**src/ebnw_map.svh**
```systemverilog
// Offsets, field layouts and timing figures of the NAND-capable memory bus.
// Included by the sequencer and top design files; definitions only.
`ifndef EBNW_MAP_SVH
`define EBNW_MAP_SVH
// NAND window decode, taken from the access offset bits [13:12].
`define EBNW_OFS_DATA      2'h0
`define EBNW_OFS_CMD       2'h1
`define EBNW_OFS_ADDR      2'h2
`define EBNW_OFS_RELEASE   2'h3
`define EBNW_OFS_HI        13
`define EBNW_OFS_LO        12
// Timing field slices of the cycle timing word.
`define EBNW_READ_STROBE_DELAY_HI       3
`define EBNW_READ_STROBE_DELAY_LO       0
`define EBNW_READ_CYCLE_LEN_HI       7
`define EBNW_READ_CYCLE_LEN_LO       4
`define EBNW_READ_IDLE_LEN_HI      11
`define EBNW_READ_IDLE_LEN_LO      8
`define EBNW_FIRST_READ_WAIT_HI      15
`define EBNW_FIRST_READ_WAIT_LO      12
`define EBNW_WRITE_STROBE_DELAY_HI       19
`define EBNW_WRITE_STROBE_DELAY_LO       16
`define EBNW_WRITE_PULSE_LEN_HI       23
`define EBNW_WRITE_PULSE_LEN_LO       20
`define EBNW_WRITE_CYCLE_LEN_HI       27
`define EBNW_WRITE_CYCLE_LEN_LO       24
`define EBNW_WRITE_IDLE_LEN_HI      31
`define EBNW_WRITE_IDLE_LEN_LO      28
// Latch timing word slices.
`define EBNW_LATCH_START_DELAY_HI       3
`define EBNW_LATCH_START_DELAY_LO       0
`define EBNW_LATCH_PULSE_WIDTH_HI       7
`define EBNW_LATCH_PULSE_WIDTH_LO       4
`define EBNW_ALC_HI        11
`define EBNW_ALC_LO        8
// Ready handling: strobe rises this many cycles after ready is seen high,
// and a low ready counts only when seen this many cycles before the rise.
`define EBNW_RDY_LEAD      5'h02
`define EBNW_ONE           5'h01
`define EBNW_ZERO          5'h00
`endif

```
**src/ebnw_pkg.sv**
```systemverilog
// Types shared by the memory bus block and its sequencer.
// Assumes ebnw_map.svh is on the include path.
package ebnw_pkg;
  typedef enum logic [5:0] {
    EBNW_IDLE  = 6'h01,
    EBNW_ADDR  = 6'h02,
    EBNW_DLY   = 6'h04,
    EBNW_STRB  = 6'h08,
    EBNW_HOLD  = 6'h10,
    EBNW_GAP   = 6'h20
  } ebnw_state_t;
endpackage

```
**src/ebnw_seq_if.sv**
```systemverilog
// Carrier between the access top and its cycle sequencer.
// Assumes one clock domain; the top drives start and timing.
`timescale 1ns/1ps
`default_nettype none
interface ebnw_seq_if;
  logic       start;
  logic       is_write;
  logic       mux;
  logic       page;
  logic       use_rdy;
  logic [3:0] latch_start_delay;
  logic [3:0] latch_pulse_width;
  logic [3:0] addr_phase_len;
  logic [3:0] dly;
  logic [3:0] width;
  logic [3:0] cyc;
  logic [3:0] idle;
  logic       busy;
  logic       done;
  logic       cs_act;
  logic       strobe;
  logic       ale;
  logic       addr_ph;
  modport top (output start, is_write, mux, page, use_rdy, latch_start_delay, latch_pulse_width, addr_phase_len,
               dly, width, cyc, idle,
               input busy, done, cs_act, strobe, ale, addr_ph);
  modport seq (input start, is_write, mux, page, use_rdy, latch_start_delay, latch_pulse_width, addr_phase_len,
               dly, width, cyc, idle,
               output busy, done, cs_act, strobe, ale, addr_ph);
endinterface
`default_nettype wire

```
**src/ebnw_seq.sv**
```systemverilog
// Cycle sequencer: address phase, strobe delay, strobe, hold and idle gap.
// Assumes the top loads a fully resolved timing set with start.
`timescale 1ns/1ps
`default_nettype none
`include "ebnw_map.svh"
module ebnw_seq
(
  // Clock and reset
  input wire logic  ref_clk,
  input wire logic  resetn,
  // Ready, already synchronised
  input wire logic  rdy_sync,
  // Control carrier
  ebnw_seq_if.seq   s
);
  import ebnw_pkg::*;

  ebnw_state_t state_r;
  logic [4:0]  cnt_r;
  logic [4:0]  tot_r;
  logic [4:0]  rdy_cnt_r;
  logic        stall_r;

  function automatic logic [4:0] ext(input logic [3:0] v);
    ext = {1'b0, v};
  endfunction

  // --------------------------------------------------------------------
  // Phase stepping
  // --------------------------------------------------------------------
  // Ready is honoured only while the strobe is low and more than the lead
  // remains; a late low is dropped so the strobe edge stays predictable.
  always_ff @(posedge ref_clk or negedge resetn)
  begin
    if (!resetn)
    begin
      state_r   <= EBNW_IDLE;
      cnt_r     <= `EBNW_ZERO;
      tot_r     <= `EBNW_ZERO;
      stall_r   <= 1'b0;
      rdy_cnt_r <= `EBNW_ZERO;
    end
    else
    begin
      case (state_r)
        EBNW_IDLE:
        begin
          if (s.start)
          begin
            tot_r   <= `EBNW_ONE;
            cnt_r   <= `EBNW_ONE;
            stall_r <= 1'b0;
            state_r <= s.mux ? EBNW_ADDR : EBNW_DLY;
          end
        end
        EBNW_ADDR:
        begin
          // No stretch here on ready.
          tot_r <= tot_r + `EBNW_ONE;
          if (cnt_r >= ext(s.addr_phase_len) + `EBNW_ONE)
          begin
            cnt_r   <= `EBNW_ONE;
            state_r <= EBNW_DLY;
          end
          else
            cnt_r <= cnt_r + `EBNW_ONE;
        end
        EBNW_DLY:
        begin
          tot_r <= tot_r + `EBNW_ONE;
          if (cnt_r >= ext(s.dly))
          begin
            cnt_r   <= `EBNW_ONE;
            state_r <= EBNW_STRB;
          end
          else
            cnt_r <= cnt_r + `EBNW_ONE;
        end
        EBNW_STRB:
        begin
          tot_r <= tot_r + `EBNW_ONE;
          if (stall_r)
          begin
            // Rise the strobe two cycles after ready returns high.
            if (rdy_sync)
            begin
              if (rdy_cnt_r >= `EBNW_RDY_LEAD - `EBNW_ONE)
              begin
                stall_r <= 1'b0;
                state_r <= EBNW_HOLD;
              end
              else
                rdy_cnt_r <= rdy_cnt_r + `EBNW_ONE;
            end
          end
          else if (s.use_rdy && !rdy_sync &&
                   cnt_r + `EBNW_RDY_LEAD <= ext(s.width) + `EBNW_ONE)
          begin
            stall_r   <= 1'b1;
            rdy_cnt_r <= `EBNW_ZERO;
          end
          else if (cnt_r >= ext(s.width) + `EBNW_ONE)
          begin
            state_r <= EBNW_HOLD;
          end
          else
            cnt_r <= cnt_r + `EBNW_ONE;
        end
        EBNW_HOLD:
        begin
          tot_r <= tot_r + `EBNW_ONE;
          // Chip-select active period measured from access start.
          if (tot_r >= ext(s.cyc) + `EBNW_ONE)
          begin
            cnt_r   <= `EBNW_ONE;
            state_r <= EBNW_GAP;
          end
        end
        EBNW_GAP:
        begin
          if (cnt_r >= ext(s.idle) + `EBNW_ONE)
            state_r <= EBNW_IDLE;
          else
            cnt_r <= cnt_r + `EBNW_ONE;
        end
        default:
          state_r <= EBNW_IDLE;
      endcase
    end
  end

  assign s.busy    = (state_r != EBNW_IDLE);
  assign s.done    = (state_r == EBNW_GAP) &&
                     (cnt_r >= ext(s.idle) + `EBNW_ONE);
  assign s.cs_act  = (state_r == EBNW_ADDR) || (state_r == EBNW_DLY) ||
                     (state_r == EBNW_STRB) || (state_r == EBNW_HOLD);
  assign s.strobe  = (state_r == EBNW_STRB);
  assign s.addr_ph = (state_r == EBNW_ADDR);
  assign s.ale     = (state_r == EBNW_ADDR) &&
                     (cnt_r > ext(s.latch_start_delay)) &&
                     (cnt_r <= ext(s.latch_start_delay) + ext(s.latch_pulse_width) + `EBNW_ONE);

  AST_STROBE_AFTER_ADDR: assert property (@(posedge ref_clk)
    disable iff (!resetn) $rose(s.strobe) |-> !s.addr_ph)
    else $error("strobe rose in address phase");
  AST_NO_STRETCH_ADDR: assert property (@(posedge ref_clk)
    disable iff (!resetn) s.addr_ph |-> ##[1:17] !s.addr_ph)
    else $error("address phase overran its length");

endmodule // ebnw_seq
`default_nettype wire

```
**src/ebnw_top.sv**
```systemverilog
// External memory access block with NAND mapping, cycle timing and ready.
// Assumes a bus master presents one access with req and waits for ack.
// Functional notes
// - NAND write at +0x2000 is an address cycle with address latch high.
// - NAND write at +0x1000 is a command cycle with command latch high.
// - NAND access at +0x0000 is a data cycle, command latch low; only a write there drops the address latch.
// - NAND cycles use the same per-area timing as SRAM cycles.
// - Command latch follows the chip-select active timing (cs_act) of an access.
// - Address latch stays high across address writes until release or other.
// - NAND write at +0x3000 only drops the address latch, no memory cycle.
// - Multiplexed mode is not used for a NAND area.
// - Chip select held low continuously while NAND mode is on.
// - Other areas stay accessible while a NAND operation runs.
// - Mux latch start LATCH_START_DELAY, width LATCH_PULSE_WIDTH+1, address phase ADDR_PHASE_LEN+1 cycles.
// - Read strobe after READ_STROBE_DELAY, chip select READ_CYCLE_LEN+1, idle READ_IDLE_LEN+1.
// - First-read wait or oe width FIRST_READ_WAIT+1 as page and width select say.
// - Write strobe after WRITE_STROBE_DELAY+1, low WRITE_PULSE_LEN+1, chip select WRITE_CYCLE_LEN+1, idle.
// - Wait settings apply in all modes; latch timing only in mux mode.
// - Low ready inserts wait cycles stretching the access.
// - Ready low counts only if seen two cycles before strobe rise.
// - Strobe rises two cycles after ready is seen high again.
// - Ready is ignored in page reads and NAND accesses.
// - Address phase and latch pulse never stretch on ready.
`timescale 1ns/1ps
`default_nettype none
`include "ebnw_map.svh"
module ebnw_top
#(
  parameter int AREAS = 8,
  parameter int DW    = 16,
  parameter int AW    = 25
)
(
  // Clock and reset
  input  wire logic                      ref_clk,
  input  wire logic                      resetn,
  // Access request from the bus master
  input  wire logic                      req,
  input  wire logic                      req_write,
  input  wire logic [$clog2(AREAS)-1:0]  req_area,
  input  wire logic [AW-1:0]             req_addr,
  input  wire logic [DW-1:0]             req_wdata,
  output logic                           ack,
  output logic [DW-1:0]                  rdata,
  // Per-area configuration
  input  wire logic [AREAS-1:0]          nand_mode,
  input  wire logic [AREAS-1:0]          mux_mode,
  input  wire logic [AREAS-1:0]          page_mode,
  input  wire logic [AREAS-1:0]          rdy_enable,
  input  wire logic [AREAS-1:0]          oe_width_select,
  input  wire logic [AREAS*32-1:0]       cycle_timing_reg,
  input  wire logic [AREAS*12-1:0]       latch_timing_reg,
  // Memory pins
  output logic [AW-1:0]                  addr_out,
  output logic [DW-1:0]                  data_pins_o,
  output logic                           data_pins_oe,
  input  wire logic [DW-1:0]             data_pins_i,
  output logic [AREAS-1:0]               chip_select_n,
  output logic                           output_enable_n,
  output logic                           write_strobe_n,
  output logic                           addr_latch,
  output logic                           nand_addr_latch,
  output logic                           nand_cmd_latch,
  output logic                           nand_read_strobe_n,
  output logic                           nand_write_strobe_n,
  input  wire logic                      ext_ready_in
);
  import ebnw_pkg::*;

  // The area index must cover every area exactly, and the NAND offset
  // decode needs address bits up to thirteen.
  if (AREAS < 2 || AREAS > 8 || (1 << $clog2(AREAS)) != AREAS ||
      DW < 8 || DW > 16 || AW < 14)
  begin : g_param_check
    $error("ebnw_top: unsupported parameter values");
  end

  ebnw_seq_if s ();

  logic                     busy_r;
  logic                     wr_r;
  logic                     nand_r;
  logic [1:0]               ofs_r;
  logic [$clog2(AREAS)-1:0] area_r;
  logic                     ale_hold_r;
  logic [2:0]               rdy_sh_r;
  logic                     rdy_r;
  logic [31:0]              tim;
  logic [11:0]              atim;
  logic [1:0]               ofs_in;
  logic                     nand_in;

  function automatic logic [3:0] fld(input logic [31:0] w, input int hi);
    fld = w[hi -: 4];
  endfunction

  assign tim     = cycle_timing_reg[area_r*32 +: 32];
  assign atim    = latch_timing_reg[area_r*12 +: 12];
  assign ofs_in  = req_addr[`EBNW_OFS_HI:`EBNW_OFS_LO];
  assign nand_in = nand_mode[req_area];

  // --------------------------------------------------------------------
  // Ready synchroniser
  // --------------------------------------------------------------------
  // The first stage feeds only the second; a level counts once stages two
  // and three agree.
  always_ff @(posedge ref_clk or negedge resetn)
  begin
    if (!resetn)
    begin
      rdy_sh_r <= 3'h7;
      rdy_r    <= 1'b1;
    end
    else
    begin
      rdy_sh_r <= {rdy_sh_r[1:0], ext_ready_in};
      if (rdy_sh_r[1] == rdy_sh_r[2])
        rdy_r <= rdy_sh_r[2];
    end
  end

  // --------------------------------------------------------------------
  // Access acceptance
  // --------------------------------------------------------------------
  always_ff @(posedge ref_clk or negedge resetn)
  begin
    if (!resetn)
    begin
      busy_r <= 1'b0;
      wr_r   <= 1'b0;
      nand_r <= 1'b0;
      ofs_r  <= `EBNW_OFS_DATA;
      area_r <= '0;
      ack    <= 1'b0;
    end
    else
    begin
      ack <= 1'b0;
      if (!busy_r && req && !ack)
      begin
        area_r <= req_area;
        wr_r   <= req_write;
        nand_r <= nand_in;
        ofs_r  <= ofs_in;
        // Release write ends at once with no memory cycle.
        if (nand_in && req_write && ofs_in == `EBNW_OFS_RELEASE)
          ack <= 1'b1;
        else
          busy_r <= 1'b1;
      end
      else if (busy_r && s.done)
      begin
        busy_r <= 1'b0;
        ack    <= 1'b1;
      end
    end
  end

  assign s.start    = busy_r && !s.busy && !ack && !s.done;
  assign s.is_write = wr_r;
  // NAND never runs multiplexed; latch timing only applies in mux mode.
  assign s.mux      = mux_mode[area_r] && !nand_r;
  assign s.page     = page_mode[area_r] && !nand_r && !wr_r;
  // Ready is honoured outside page reads and NAND accesses.
  assign s.use_rdy  = rdy_enable[area_r] && !s.page && !nand_r;
  assign s.latch_start_delay     = atim[`EBNW_LATCH_START_DELAY_HI:`EBNW_LATCH_START_DELAY_LO];
  assign s.latch_pulse_width     = atim[`EBNW_LATCH_PULSE_WIDTH_HI:`EBNW_LATCH_PULSE_WIDTH_LO];
  assign s.addr_phase_len      = atim[`EBNW_ALC_HI:`EBNW_ALC_LO];

  // Same timing fields for NAND and SRAM cycles.
  always_comb
  begin
    if (wr_r)
    begin
      s.dly   = fld(tim, `EBNW_WRITE_STROBE_DELAY_HI) + 4'h1;
      s.width = fld(tim, `EBNW_WRITE_PULSE_LEN_HI);
      s.cyc   = fld(tim, `EBNW_WRITE_CYCLE_LEN_HI);
      s.idle  = fld(tim, `EBNW_WRITE_IDLE_LEN_HI);
    end
    else
    begin
      s.cyc  = fld(tim, `EBNW_READ_CYCLE_LEN_HI);
      s.idle = fld(tim, `EBNW_READ_IDLE_LEN_HI);
      if (s.page && !oe_width_select[area_r])
      begin
        s.dly   = fld(tim, `EBNW_READ_STROBE_DELAY_HI) + fld(tim, `EBNW_FIRST_READ_WAIT_HI);
        s.width = fld(tim, `EBNW_READ_CYCLE_LEN_HI);
      end
      else if (!page_mode[area_r] && oe_width_select[area_r])
      begin
        s.dly   = fld(tim, `EBNW_READ_STROBE_DELAY_HI);
        s.width = fld(tim, `EBNW_FIRST_READ_WAIT_HI);
      end
      else
      begin
        s.dly   = fld(tim, `EBNW_READ_STROBE_DELAY_HI);
        // The strobe fills the chip-select time less one hold cycle; a
        // setting with no room left gets the shortest strobe.
        if (fld(tim, `EBNW_READ_CYCLE_LEN_HI) > fld(tim, `EBNW_READ_STROBE_DELAY_HI))
          s.width = fld(tim, `EBNW_READ_CYCLE_LEN_HI) - fld(tim, `EBNW_READ_STROBE_DELAY_HI) -
                    4'h1;
        else
          s.width = 4'h0;
      end
    end
  end

  ebnw_seq u_seq
  (
    .ref_clk  (ref_clk),
    .resetn   (resetn),
    .rdy_sync (rdy_r),
    .s        (s)
  );

  // --------------------------------------------------------------------
  // NAND address latch hold
  // --------------------------------------------------------------------
  // NAND parts cannot see the latch drop between address bytes, so it
  // stays up until a release, data or command write.
  always_ff @(posedge ref_clk or negedge resetn)
  begin
    if (!resetn)
      ale_hold_r <= 1'b0;
    else if (!busy_r && req && !ack && nand_in && req_write)
      ale_hold_r <= (ofs_in == `EBNW_OFS_ADDR);
  end

  // --------------------------------------------------------------------
  // Pin registers
  // --------------------------------------------------------------------
  always_ff @(posedge ref_clk or negedge resetn)
  begin
    if (!resetn)
    begin
      chip_select_n       <= '1;
      output_enable_n     <= 1'b1;
      write_strobe_n      <= 1'b1;
      nand_read_strobe_n  <= 1'b1;
      nand_write_strobe_n <= 1'b1;
      addr_latch          <= 1'b0;
      nand_addr_latch     <= 1'b0;
      nand_cmd_latch      <= 1'b0;
      addr_out            <= '0;
      data_pins_o         <= '0;
      data_pins_oe        <= 1'b0;
      rdata               <= '0;
    end
    else
    begin
      for (int i = 0; i < AREAS; i++)
        chip_select_n[i] <= !(nand_mode[i] ||
          (busy_r && area_r == i[$clog2(AREAS)-1:0] && s.cs_act));
      output_enable_n     <= !(s.strobe && !wr_r && !nand_r);
      write_strobe_n      <= !(s.strobe && wr_r && !nand_r);
      nand_read_strobe_n  <= !(s.strobe && !wr_r && nand_r);
      nand_write_strobe_n <= !(s.strobe && wr_r && nand_r);
      addr_latch          <= s.ale;
      nand_addr_latch     <= ale_hold_r;
      // Command latch up for the whole addressed span.
      nand_cmd_latch      <= busy_r && nand_r && wr_r &&
                             ofs_r == `EBNW_OFS_CMD && s.cs_act;
      if (s.start)
        addr_out <= req_addr;
      data_pins_oe        <= busy_r && wr_r && s.cs_act;
      if (s.start)
        data_pins_o <= req_wdata;
      if (s.strobe && !wr_r)
        rdata <= data_pins_i;
    end
  end

  AST_RELEASE_NO_CYCLE: assert property (@(posedge ref_clk)
    disable iff (!resetn) (!busy_r && req && !ack && nand_in && req_write &&
    ofs_in == `EBNW_OFS_RELEASE) |=> (ack && !busy_r))
    else $error("release write started a cycle");
  AST_ALE_DROP: assert property (@(posedge ref_clk)
    disable iff (!resetn) (!busy_r && req && !ack && nand_in && req_write &&
    ofs_in != `EBNW_OFS_ADDR) |=> ##1 !nand_addr_latch)
    else $error("address latch not released");
  AST_ALE_SET: assert property (@(posedge ref_clk)
    disable iff (!resetn) (!busy_r && req && !ack && nand_in && req_write &&
    ofs_in == `EBNW_OFS_ADDR) |=> ##1 nand_addr_latch)
    else $error("address latch not raised");
  AST_CS_NAND_LOW: assert property (@(posedge ref_clk)
    disable iff (!resetn) nand_mode[0] |=> !chip_select_n[0])
    else $error("nand chip select went high");
  AST_NAND_NO_OE: assert property (@(posedge ref_clk)
    disable iff (!resetn) !nand_read_strobe_n |-> output_enable_n)
    else $error("ordinary strobe used for nand");
  AST_CLE_DATA: assert property (@(posedge ref_clk)
    disable iff (!resetn) (busy_r && ofs_r == `EBNW_OFS_DATA) |=>
    !nand_cmd_latch)
    else $error("command latch on data cycle");
  AST_NO_MUX_NAND: assert property (@(posedge ref_clk)
    disable iff (!resetn) nand_r && busy_r |-> !s.addr_ph)
    else $error("nand access used mux phase");
  AST_NAND_NO_RDY: assert property (@(posedge ref_clk)
    disable iff (!resetn) nand_r |-> !s.use_rdy)
    else $error("ready honoured in nand mode");

endmodule // ebnw_top
`default_nettype wire
```
**config.mk**
```make
export PLATFORM = sky130hd
export DESIGN_NAME = ebnw_top
export DESIGN_NICKNAME = d
export VERILOG_FILES = /design/src/ebnw_pkg.sv /design/src/ebnw_seq_if.sv /design/src/ebnw_seq.sv /design/src/ebnw_top.sv
export VERILOG_INCLUDE_DIRS = /design/src /design/src/src
export SDC_FILE = /design/constraint.sdc
export NUM_CORES = 1
export LEC_CHECK = 0
export ABC_AREA = 1
export BUFFER_PORTS_ARGS = -buffer_cell sky130_fd_sc_hd__buf_2
export CORE_AREA = 4 4 204 206
export DETAILED_ROUTE_END_ITERATION = 12
export DIE_AREA = 0 0 208 210
export GPL_TIMING_DRIVEN = 0
export PLACE_DENSITY = 0.46
export SLEW_MARGIN = 20
export SYNTH_ARGS = -nofsm -noshare
export SYNTH_HDL_FRONTEND = slang
export SYNTH_SLANG_ARGS = --single-unit
```
**constraint.sdc**
```tcl
create_clock -name ref_clk -period 9.2 [get_ports ref_clk]
set_input_delay 1.84 -clock ref_clk [delete_from_list [all_inputs] [get_ports ref_clk]]
set_output_delay 1.84 -clock ref_clk [all_outputs]
set_load 0.005 [all_outputs]
```
==> results of run 1 <==
## path summary, 6_finish.rpt
path	end	slack [ns]	cells after the start
max reg2reg	u_seq.cnt_r[4]	2.97	29
max in group asynchronous	chip_select_n[7]	7.00	2
min	rdy_sh_r[1]	0.36	0
min reg2reg	rdy_sh_r[1]	0.36	0
min in group asynchronous	rdata[0]	1.47	1
max	u_seq.cnt_r[4]	2.97	29
## per-stage QoR
| stage | hold WS [ns] | std cells | util (%) | setup slack (ns) | area [µm²] |
|---|---|---|---|---|---|
| floorplan | 0.345 | 1302 | - | 3.84 | 9130 |
| global placement | 0.348 | 2357 | 31.4 | 2.79 | 12400 |
| detailed placement | 0.348 | 2359 | 31.5 | 2.68 | 12500 |
| CTS | 0.358 | 2375 | 32.2 | 3.01 | 12800 |
| global route | 0.360 | 2376 | 32.2 | 2.34 | 12800 |
| finish | 0.357 | 2377 | 32.2 | 2.97 | 12800 |
## area by class of cell
type / instances / area, µm²
fill: 4533 / 26900
multi-input combinational: 1017 / 5650
sequential: 109 / 2750
timing repair buffer: 532 / 2690
tap: 525 / 657
inverter: 108 / 408
buffer: 68 / 329
clock buffer: 11 / 233
clock inverter: 5 / 43.8
antenna: 2 / 5.00
## per-layer routing
metal	up-vias	wire, µm	GRT usage (%)
met5	-	26	0
met1	5355	20300	26.2
met2	410	20700	31.9
met3	48	3290	4.81
li1	5533	-	-
met4	4	727	3.78
## sequential cells by signal, summed over array words and instances, names as in the netlist, 2 cells and up
register	flops
u_seq.state_r	6
addr_out	25
rdy_sh_r	3
u_seq.tot_r	5
chip_select_n	8
area_r	3
data_pins_o	16
u_seq.cnt_r	5
rdata	16
u_seq.rdy_cnt_r	5
ofs_r	2
## cell usage in the layout, fill, tap and decap left out, drive strengths merged, types with 2 or more instances in the layout
cell / n
a211oi: 3
a21boi: 4
a21oi: 28
a221oi: 12
a22o: 9
a22oi: 108
a31oi: 15
a32oi: 3
and3: 2
buf: 569
clkbuf: 42
clkinv: 6
dfrtp: 92
dfstp: 17
diode: 2
fa: 3
ha: 57
inv: 107
mux2i: 2
nand2: 450
nand3: 87
nand3b: 2
nand4: 26
nor2: 69
nor3: 9
nor4: 5
o211ai: 3
o21a: 8
o21ai: 69
o21bai: 6
o221ai: 3
o22ai: 7
xnor2: 9
xor2: 12
## cell families (layout without fill, tap and decap cells)
logic type,count (synthesis),after routing,synth area share (%)
AND/OR/NAND/NOR,652,652,30.3
AO/OA/AOI/OAI,281,281,20.7
buffers and inverters,176,724,8.07
flip-flops,109,109,30.1
adder cells (fa/ha/maj),61,61,8.58
XOR/XNOR,21,21,2.01
multiplexers,2,2,0.219
other,0,2,0
## where the power goes
part	leakage, nW	internal, mW	switching (mW)
Sequential	1.30	0.654	0.116
Clock	0.135	0.188	0.190
Combinational	5.42	1.29	2.25
Total	6.85	2.13	2.55
==> results list, run 1 <==
- Clock latency on the worst-skew pair, taken at its later pin, is ~0.35 ns.
- Antenna viol nets, final: 0
* Number of placed I/O pins: roughly 530
- STA classifies the critical path endpoint as a flip-flop.
- STA classifies the critical path startpoint as a flip-flop.
- Clock Path Buffers: 2
* Worst EP arrival: 6.48 ns
- Synth area leaders: dfrtp_1, nand2_1, a22oi_1, ha_1, dfstp_2
- Detailed placement finished with a half-perimeter wire length of ~38000 µm.
- Count of H-tree levels built during CTS: 3
* Synthesized instance count: 1302
- Buffers plus inverters on the worst setup path: 7
- After detailed routing, the total wire length is ~45000 µm.
- The commonest cells after synthesis are nand2_1, a22oi_1, inv_1, dfrtp_1, nand3_1.
- Net Count, Synth: 1819
- For this configuration, the core starts out at a cell density of 23.0%.
- Global routing used 19.4% of the available tracks across all layers.
* Top delay family on crit path: buffers and inverters
- DRC viols: 0
* Fraction of final layout cells sized beyond drive strength 1: about a third
* Slew Limit Headroom: a little under two fifths
- Die Outline Area: ~44000 µm²
- Peak supply drop: approximately 0.12 mV
- For this design, the slowest cell found on the critical path is o21ai_0.
- Area growth from synthesis to final layout: 39.8%
- Final setup violation count: 0
- After clock tree synthesis, the clock-pin slew on the worst setup and hold paths is 0.08 ns.
* Number of detailed-routing iterations run before antenna repair: 5
- Summing the sequential cell areas from Yosys gives ~30% of the chip area.
- Min-delay src: rdy_sh_r[0]
- PwrDens: between 300 and 400 nW/µm²
- Entering global routing, the biggest net connects 70 pins.
- The initial antenna violation count came to 4.
- At the end of the flow, the number of nets in the layout was between 2000 and 2500.
- For this run, the number of Yosys warnings is 0.
* Launch point of the critical path: area_r[1]
- Placer's final routability congestion estimate: 0.980
* Setup Crit Path Kind: reg -> reg
* Req. time, crit path: between 9 and 10 ns
* Core region area: about 40000 µm²
- The synthesized design spends more area on one cell type than any other, namely dfrtp_1.
- Post-CTS repair timing setup buffer count: 0
- After layout, the minimum clock period comes to ~6.2 ns.
- Summed over all layers, the global routing overflow is 0.
- Vert. Die Dim: approximately 210 µm
* Flip-flop and latch count after synthesis: roughly 110
- Post-synthesis instance area: between 9000 and 10000 µm²
- Average wire per cell in the routed design: about 19 µm
- The largest single stage delay on the critical path is between 0.6 and 0.7 ns.
- After synthesis, the largest area contributor takes up between 20% and 30% of total cell area.
- After clock tree synthesis, the flow added hold-fix buffers numbering 0.
- The count of final hold-check violations is 0.
- At the pin with the least slew margin, the transition time is 0.938 ns.
- For the final database, setup skew stands at around 0.012 ns.
* Maximum clock frequency: around 160 MHz
* Most used standard cell by instance count after synthesis: nand2_1
* Port Buffers: 530
- Number of distinct library cell variants in the gate-level netlist after synthesis: 55
* # rows: 73
- In this run the worst path has a maximum fanout of 10.
- Vias in the first global route: ~11000
- The run finished with clean final reports.
* P_leak: approximately 6.9 nW
- Max-cap violations in this run came to 0.
* Initial detailed-routing violation count: a little over 800
- Hold WC Path Type: reg -> reg
* Sum Neg Setup Slack: 0 ns
- The first global-routing pass estimated around 67000 µm of wire.
- Count of pins over their slew limit: 0
* CTS tree: yes
- Die extent in x: 208 µm
* Tcrit/Tclk final: 67.7%
- Post-cts resize count: 0
- Most numerous cell on the critical path: nand2_1
- Vias after detailed routing: ~11000
- Clock Sinks: 109
- Avg Vias per Cell: roughly 4.8
- Yosys mapped a number of flops with a built-in enable equal to 0.
* Total power consumption of the routed design: approximately 4.7 mW
* Worst reg2reg path startpoint: area_r[1]
- Synthesized area divided by synthesized cell count: 7.01 µm²
* Number of clock buffers inserted by TritonCTS: 9
- Unrepaired setup endpoints after global routing: false
- Async set-reset flop share out of synthesis: 100%
* Cell at the root of the clock tree: clkbuf_16
- Most used DFF post-synth: dfrtp_1
Note: power is estimated with default switching activity, not from simulation.
==> inputs of run 2 (changes only) <==
Settings changed: PLACE_DENSITY 0.46 to 0.48.
Clock period 9.2 ns to 5.5 ns, I/O delays scaled along.
==> run 2 against run 1 <==
Fmax increased by 21%. First-iteration DRC count increased by 11%. Wire length decreased by 1.8%. Clock power increased by 74%. Clock-buffer cell count decreased by 1. Register-to-register slack got worse by 2.6 ns. Worst setup slack got worse by 2.6 ns. Sequential power increased by 69%. Flip-flop and latch count unchanged. Critical path type unchanged. Largest power group unchanged.
==> results list, run 2 (synthesized netlist as in run 1, its figures left out) <==
- The maximum fanout along the worst path came to 19 (+9).
- The placed instance area is 12500 µm² (unchanged).
- The smallest hold slack came to 0.353 ns (-0.00365 ns).
- Vias after detailed routing: 11376 (+0.23%)
- The clock latency of the later-clocked register in the worst-skew pair came to 0.36 ns (about the same).
- # fillers: 4468 (-1.4%)
- Clock Sinks: 109 (unchanged)
* Initial detailed-routing violation count: 903 (+11%)
* Initial core utilization: 23.0% (unchanged)
- The die width is 208 µm (unchanged).
* Tightest Pin Transition: 0.900 ns (-0.0384 ns)
- The setup slack of the worst register-to-register path came to 0.35 ns (-2.62 ns).
* CTS tree: yes
- STA classifies the critical path endpoint as a flip-flop.
- The average wire length per cell after detail routing is 18.6 µm (-1.7%).
- The remaining number of nets flagged by the antenna check after routing is 0 (unchanged).
* Number of nets in the layout: 2360 (-0.085%)
- The number of buffers on the longest clock path is 2 (unchanged).
- The placer's final routability congestion estimate was 0.978 (-0.18%).
- Unrepaired setup endpoints after global routing: false
- Slowest library cell on the worst path: dfrtp_1
- The max capacitance violation total is 0 (unchanged).
* GR Util All Layers: 19.1% (-0.35 points)
- Total power consumption of the routed design: 7.93 mW (+69%)
- Final Cell Area: 12900 µm² (+0.76%)
- Count of pins over their slew limit: 0 (unchanged)
- The leakage power was 6.93 nW (+1.1%).
* Vert. Die Dim: 210 µm (unchanged)
* CTS clock-pin slew for the worst setup and hold paths: 0.08 ns (about the same)
* Post-layout minimum cycle time: 5.15 ns (-1.08 ns)
- The setup clock skew after layout came to 0.0129 ns (+0.000605 ns).
- The number of levels in the clock H-tree is 3 (unchanged).
- The flip-flop count of the largest register, all copies and words added is 25 (unchanged).
- The site row count was 73 (unchanged).
- The path class of the tightest hold or removal check is reg -> reg.
* Number of placed I/O pins: 531 (unchanged)
- Req. time, crit path: 5.79 ns (-3.66 ns)
- Top delay family on crit path: simple AND/OR/NAND/NOR gates
- Leaving out fill and tap cells, the most frequent cell in the layout is buf_2.
* Worst reg2reg path startpoint: area_r[0]
- GRT overflow: 0 (unchanged)
* Core region area: 39600 µm² (unchanged)
- The number of port buffers is 530 (unchanged).
- The power density relative to cell area is 616 nW/µm² (+68%).
- Final setup violation count: 0 (unchanged)
* Area growth from synthesis to final layout: 40.9%
* Tcrit/Tclk final: 93.6% (+26 points)
- Counting flops per register, the top entry is addr_out.
- The pin count of the biggest net entering global routing came to 65 (-7.1%).
* Buffers plus inverters on the worst setup path: 7 (unchanged)
- The number of global-route vias before repair is 11346 (-0.53%).
- The maximum single-stage delay on the critical path came to 0.45 ns (-0.22 ns).
- DRC viols: 0 (unchanged)
* Detailed Place HPWL: 37300 µm (-1.4%)
* Min-delay src: rdy_sh_r[0]
- The count of final hold-check violations came to 0 (unchanged).
- Number of detailed-routing iterations run before antenna repair: 5 (unchanged)
- Launch point of the critical path: area_r[0]
- Setup Crit Path Kind: reg -> reg
- The highest ir drop seen on vdd came to 0.214 mV (+73%).
- The final routed wirelength across all metal layers is 44200 µm (-1.8%).
- The run finished with clean final reports.
* Maximum clock frequency: 194 MHz (+21%)
- Avg Vias per Cell: 4.79 (+0.31%)
- Fraction of final layout cells sized beyond drive strength 1: 34.3% (+1.3 points)
- STA classifies the critical path startpoint as a flip-flop.
- Most numerous cell on the critical path: nand2_1
- Cell at the root of the clock tree: clkbuf_16
* Number of antenna violations at the first check in global routing: 3 (-1)
* Biggest regs: addr_out x25, data_pins_o x16, rdata x16
* Number of clock buffers inserted by TritonCTS: 9 (unchanged)
- The remaining max-slew budget at the tightest pin was 39.4% (+2.6 points).
- In the layout the commonest cells are buf_2, nand2_1, a22oi_1, inv_1, dfrtp_1.
- Die Outline Area: 43700 µm² (unchanged)
* Worst EP arrival: 5.44 ns (-1.04 ns)
* Wire length of the first global-routing pass: 66000 µm (-2.0%)
run 2: cell types whose count changed in the layout (fill, tap and decap cells not counted), sizes merged:
cell / delta
buf: -4
clkbuf: +1
clkinvlp: +1
run 2: worst reg2reg max path: cells and delay by family (launching register included):
family	cells	cell delay, ns
AO/OA/AOI/OAI	6	0.80
buffers and inverters	7	1.24
adder cells (fa/ha/maj)	4	1.11
AND/OR/NAND/NOR	12	1.25
flip-flops	1	0.45
XOR/XNOR	1	0.24
run 2: power breakdown:
group	leakage, nW	internal [mW]	switching [mW]	total, mW
registers	1.30	1.10	0.201	1.30
clock network	0.145	0.323	0.333	0.656
logic	5.48	2.22	3.76	5.98
run 2: cell type report:
| cell class | count | area (µm²) | share of cell area [%] |
|---|---|---|---|
| Inverter | 108 | 412 | 3.20 |
| Tap cell | 525 | 657 | 5.11 |
| Clock buffer | 10 | 229 | 1.78 |
| Antenna cell | 2 | 5.00 | 0.0389 |
| Timing Repair Buffer | 537 | 2730 | 21.2 |
| Sequential cell | 109 | 2750 | 21.4 |
| Clock inverter | 6 | 70.1 | 0.545 |
| Buffer | 61 | 350 | 2.72 |
| Multi-Input combinational cell | 1017 | 5660 | 44.0 |
run 2: repair_timing:
action | in CTS | in global routing
gates resized for setup | 19 | 23
pin swaps | 0 | 1
hold buffers | 0 | 0
buffers inserted | 0 | 5
gates cloned | 0 | 0
endpoints found under the setup margin | 17 | 17
run 2: metal layers:
| layer | vias up | share of wire, % | GRT usage [%] |
|---|---|---|---|
| li1 | 5533 | - | - |
| met1 | 5308 | 45 | 25.8 |
| met2 | 475 | 45 | 31.2 |
| met3 | 58 | 8.1 | 4.42 |
| met4 | 2 | 1.9 | 4.46 |
| met5 | - | 0.027 | 0 |
run 2: stage by stage:
stage	util [%]	TNS [ns]	setup WS, ns	cells
3_5_place_dp	31.5	-9.73	-0.731	2359
3_3_place_gp	31.4	-9.43	-0.670	2357
5_1_grt	32.5	0	0.00961	2374
2_1_floorplan	-	0	0.852	1302
4_1_cts	32.3	0	0.0879	2372
6_report	32.5	0	0.351	2375
run 2: path summary, 6_finish.rpt:
| path | to | cells after the start |
|---|---|---|
| max reg2reg | u_seq.cnt_r[4] | 30 |
| min reg2reg | rdy_sh_r[1] | 0 |
| min | rdy_sh_r[1] | 0 |
| max | u_seq.cnt_r[4] | 30 |
| max in group asynchronous | u_seq.state_r[0] | 2 |
| min in group asynchronous | addr_out[4] | 1 |
==> inputs of run 3 (changes only) <==
Settings changed: CELL_PAD_IN_SITES_DETAIL_PLACEMENT set to 0, CELL_PAD_IN_SITES_GLOBAL_PLACEMENT set to 1, CORE_AREA 4 4 204 206 to 4 4 207 209, DIE_AREA 0 0 208 210 to 0 0 211 213, PLACE_DENSITY 0.48 to 0.63.
Clock period 5.5 ns to 6.6 ns, I/O delays scaled along.
==> run 3 against run 2 <==
Worst setup slack improved by 0.37 ns. Utilization is 1.1 points lower. Fmax decreased by 12%. Power fell by 18%. Register-to-register slack improved by 0.37 ns. Die area rose by 2.9%. Via count decreased by 0.88%. Combinational power fell by 18%. Sequential power decreased by 18%. Largest power group unchanged. Highest routed layer unchanged.
==> results list, run 3 (synthesized netlist as in run 1, its figures left out) <==
- The flow ran to the end, and the final reports show no timing, DRC or antenna violations.
* Post-cts resize count: 0 (-19)
- Leaving out fill and tap cells, the most frequent cell in the layout is buf_2.
- Max-capacitance violation count: 0 (unchanged)
- Initial detailed-routing violation count: 847 (-6.2%)
* # rows: 74 (+1.4%)
- The sum of buffers and inverters on the critical path is 6 (-1).
* Count of placed standard cells including taps: 2366 (+0.30%)
* Tightest Pin Transition: 0.982 ns (+0.0817 ns)
- The number of buffers on the longest clock path came to 2 (unchanged).
- The clock buffer count from CTS is 9 (unchanged).
* Port Buffers: 530 (unchanged)
- Setup Crit Path Kind: reg -> reg
* Average wire per cell in the routed design: 18.8 µm (+1.2%)
- Number of antenna violations at the first check in global routing: 6 (+3)
- The required time of the critical path came to 6.84 ns (+1.05 ns).
- The flip-flop count of the largest register, all copies and words added came to 25 (unchanged).
- Most numerous cell on the critical path: nand2_1
- Wire length reported by the detailed router: 45000 µm (+1.6%)
* Hold slack final: 0.364 ns (+0.0111 ns)
* Top library cells by usage in the layout, fill and taps aside: buf_2, nand2_1, a22oi_1, inv_1, dfrtp_1
- Count of H-tree levels built during CTS: 3 (unchanged)
- The post-route cell area was 12800 µm² (-0.42%).
* Fin Clk Skew: 0.0160 ns (+0.00307 ns)
* Number of nets in the layout: 2360 (unchanged)
- P_leak: 6.87 nW (-0.88%)
- Count of pins over their slew limit: 0 (unchanged)
- The pin count of the biggest net entering global routing is 67 (+3.1%).
- Vert. Die Dim: 213 µm (+1.4%)
- The count of final hold-check violations was 0 (unchanged).
- Die Outline Area: 44900 µm² (+2.9%)
- Path length in cells of the critical path: 30 (unchanged)
* Slowest library cell on the worst path: buf_1
- Wire length of the first global-routing pass: 67300 µm (+1.9%)
- Clk Latency, worst-skew pair: 0.36 ns (about the same)
- The clock-pin slew of the registers on the worst-case setup and hold paths is 0.08 ns (about the same).
* Initial core utilization: 22.4% (-0.67 points)
- The detailed placer's ending HPWL came to 37900 µm (+1.7%).
- Setup repair after global routing left no endpoint under its margin.
- Number of detailed-routing iterations run before antenna repair: 8 (+3)
* Post-layout minimum cycle time: 5.88 ns (+0.729 ns)
* Placed standard-cell area: 12500 µm² (about the same)
* Hold WC Path Type: reg -> reg
- The number of standard cells in the final layout excluding fillers is 2386 (+0.46%).
- Core region area: 40800 µm² (+3.0%)
- Worst path setup slack after routing: 0.723 ns (+0.371 ns)
* Placer's final routability congestion estimate: 0.914 (-6.5%)
- The maximum single-stage delay on the critical path came to 0.47 ns (+0.02 ns).
- Vias in the first global route: 11534 (+1.7%)
- The remaining max-slew budget at the tightest pin is 34.0% (-5.4 points).
- Worst EP arrival: 6.12 ns (+0.68 ns)
- The combined global-route utilization of all metal layers came to 19.1% (+0.021 points).
- The largest registers in the layout are addr_out x25, data_pins_o x16, rdata x16.
- Top delay family on crit path: simple AND/OR/NAND/NOR gates
- TritonCTS built the clock tree.
- The period utilization came to 89.1% (-4.6 points).
- The highest ir drop seen on vdd was 0.178 mV (-17%).
- The remaining routing DRC violations was 0 (unchanged).
- Clock Sinks: 109 (unchanged)
- Antenna viol nets, final: 0 (unchanged)
- Vias after detailed routing: 11276 (-0.88%)
* PwrDens: 508 nW/µm² (-18%)
* Worst setup timing slack at the placement stage: 0.256 ns (+0.986 ns)
* Cell at the root of the clock tree: clkbuf_16
- The fraction of layout instances using a drive strength above 1 came to 33.1% (-1.2 points).
- The fraction of the core area covered by cells at the end of the flow was 31.4% (-1.1 points).
* Cell count of the worst hold path: 0 (unchanged)
- The maximum fanout along the worst path is 10 (-9).
* Post-CTS repair timing setup buffer count: 0 (unchanged)
* Number of placed I/O pins: 531 (unchanged)
- Sum Neg Setup Slack: 0 ns (unchanged)
- Final setup violation count: 0 (unchanged)
- CTS Hold Bufs: 0 (unchanged)
- The area growth from synthesis to layout is 40.3%.
* Kind of end point of the critical path: flip-flop
- The post-route total power was 6.52 mW (-18%).
* Largest reg by FF count: addr_out
* Worst reg-to-reg path cell count: 30 (unchanged)
- The die width was 211 µm (+1.4%).
- The overflow left after global routing is 0 (unchanged).
- Avg Vias per Cell: 4.73 (-1.3%)
* CP startpoint kind: flip-flop
- Maximum clock frequency: 170 MHz (-12%)
run 3: changes by cell type in the layout (fill, tap and decap cells not counted), moves of 2 or more:
cell,change
clkbuf_1,+7
o21ai_2,-3
buf_4,-4
clkbuf_2,-5
clkinv_4,-2
buf_1,+10
o21ai_0,+2
buf_6,-3
clkbuf_4,-6
diode_2,+4
inv_8,+2
run 3: power by group:
part	switching [mW]	total, mW	internal (mW)
combinational	3.11	4.89	1.79
clock	0.286	0.560	0.274
sequential	0.151	1.06	0.912
run 3: layer usage:
metal / vias to the layer above / GRT usage, % / part of all wire [%]
met5: - / 0 / 0.029
met4: 2 / 2.55 / 1.2
met3: 45 / 3.95 / 7.5
met2: 432 / 32.1 / 47
met1: 5261 / 26.1 / 44
li1: 5536 / - / -
run 3: path summary, 6_finish.rpt:
path / from / end / slack, ns
min in group asynchronous: resetn / data_pins_o[13] / 0.87
worst min register to register: rdy_sh_r[0] / rdy_sh_r[1] / 0.36
worst min-delay path: rdy_sh_r[0] / rdy_sh_r[1] / 0.36
worst max register to register: area_r[0] / u_seq.cnt_r[2] / 0.72
worst max-delay path: area_r[0] / u_seq.cnt_r[2] / 0.72
max in group asynchronous: resetn / write_strobe_n / 4.98
run 3: cell type report:
cell class / count / area (µm²)
Inverter: 108 / 408
Antenna cell: 6 / 15.0
Timing Repair Buffer: 532 / 2690
Clock buffer: 9 / 225
Multi-Input combinational cell: 1017 / 5650
Clock inverter: 7 / 83.8
Fill cell: 4602 / 28000
Tap cell: 532 / 666
Buffer: 66 / 322
Sequential cell: 109 / 2750
run 3: worst reg2reg max path: cells and delay by family (launching register included):
family	cells	cell delay, ns
AND/OR/NAND/NOR	14	1.52
buffers and inverters	6	1.45
AO/OA/AOI/OAI	6	1.29
adder cells (fa/ha/maj)	3	0.85
flip-flops	1	0.44
XOR/XNOR	1	0.23
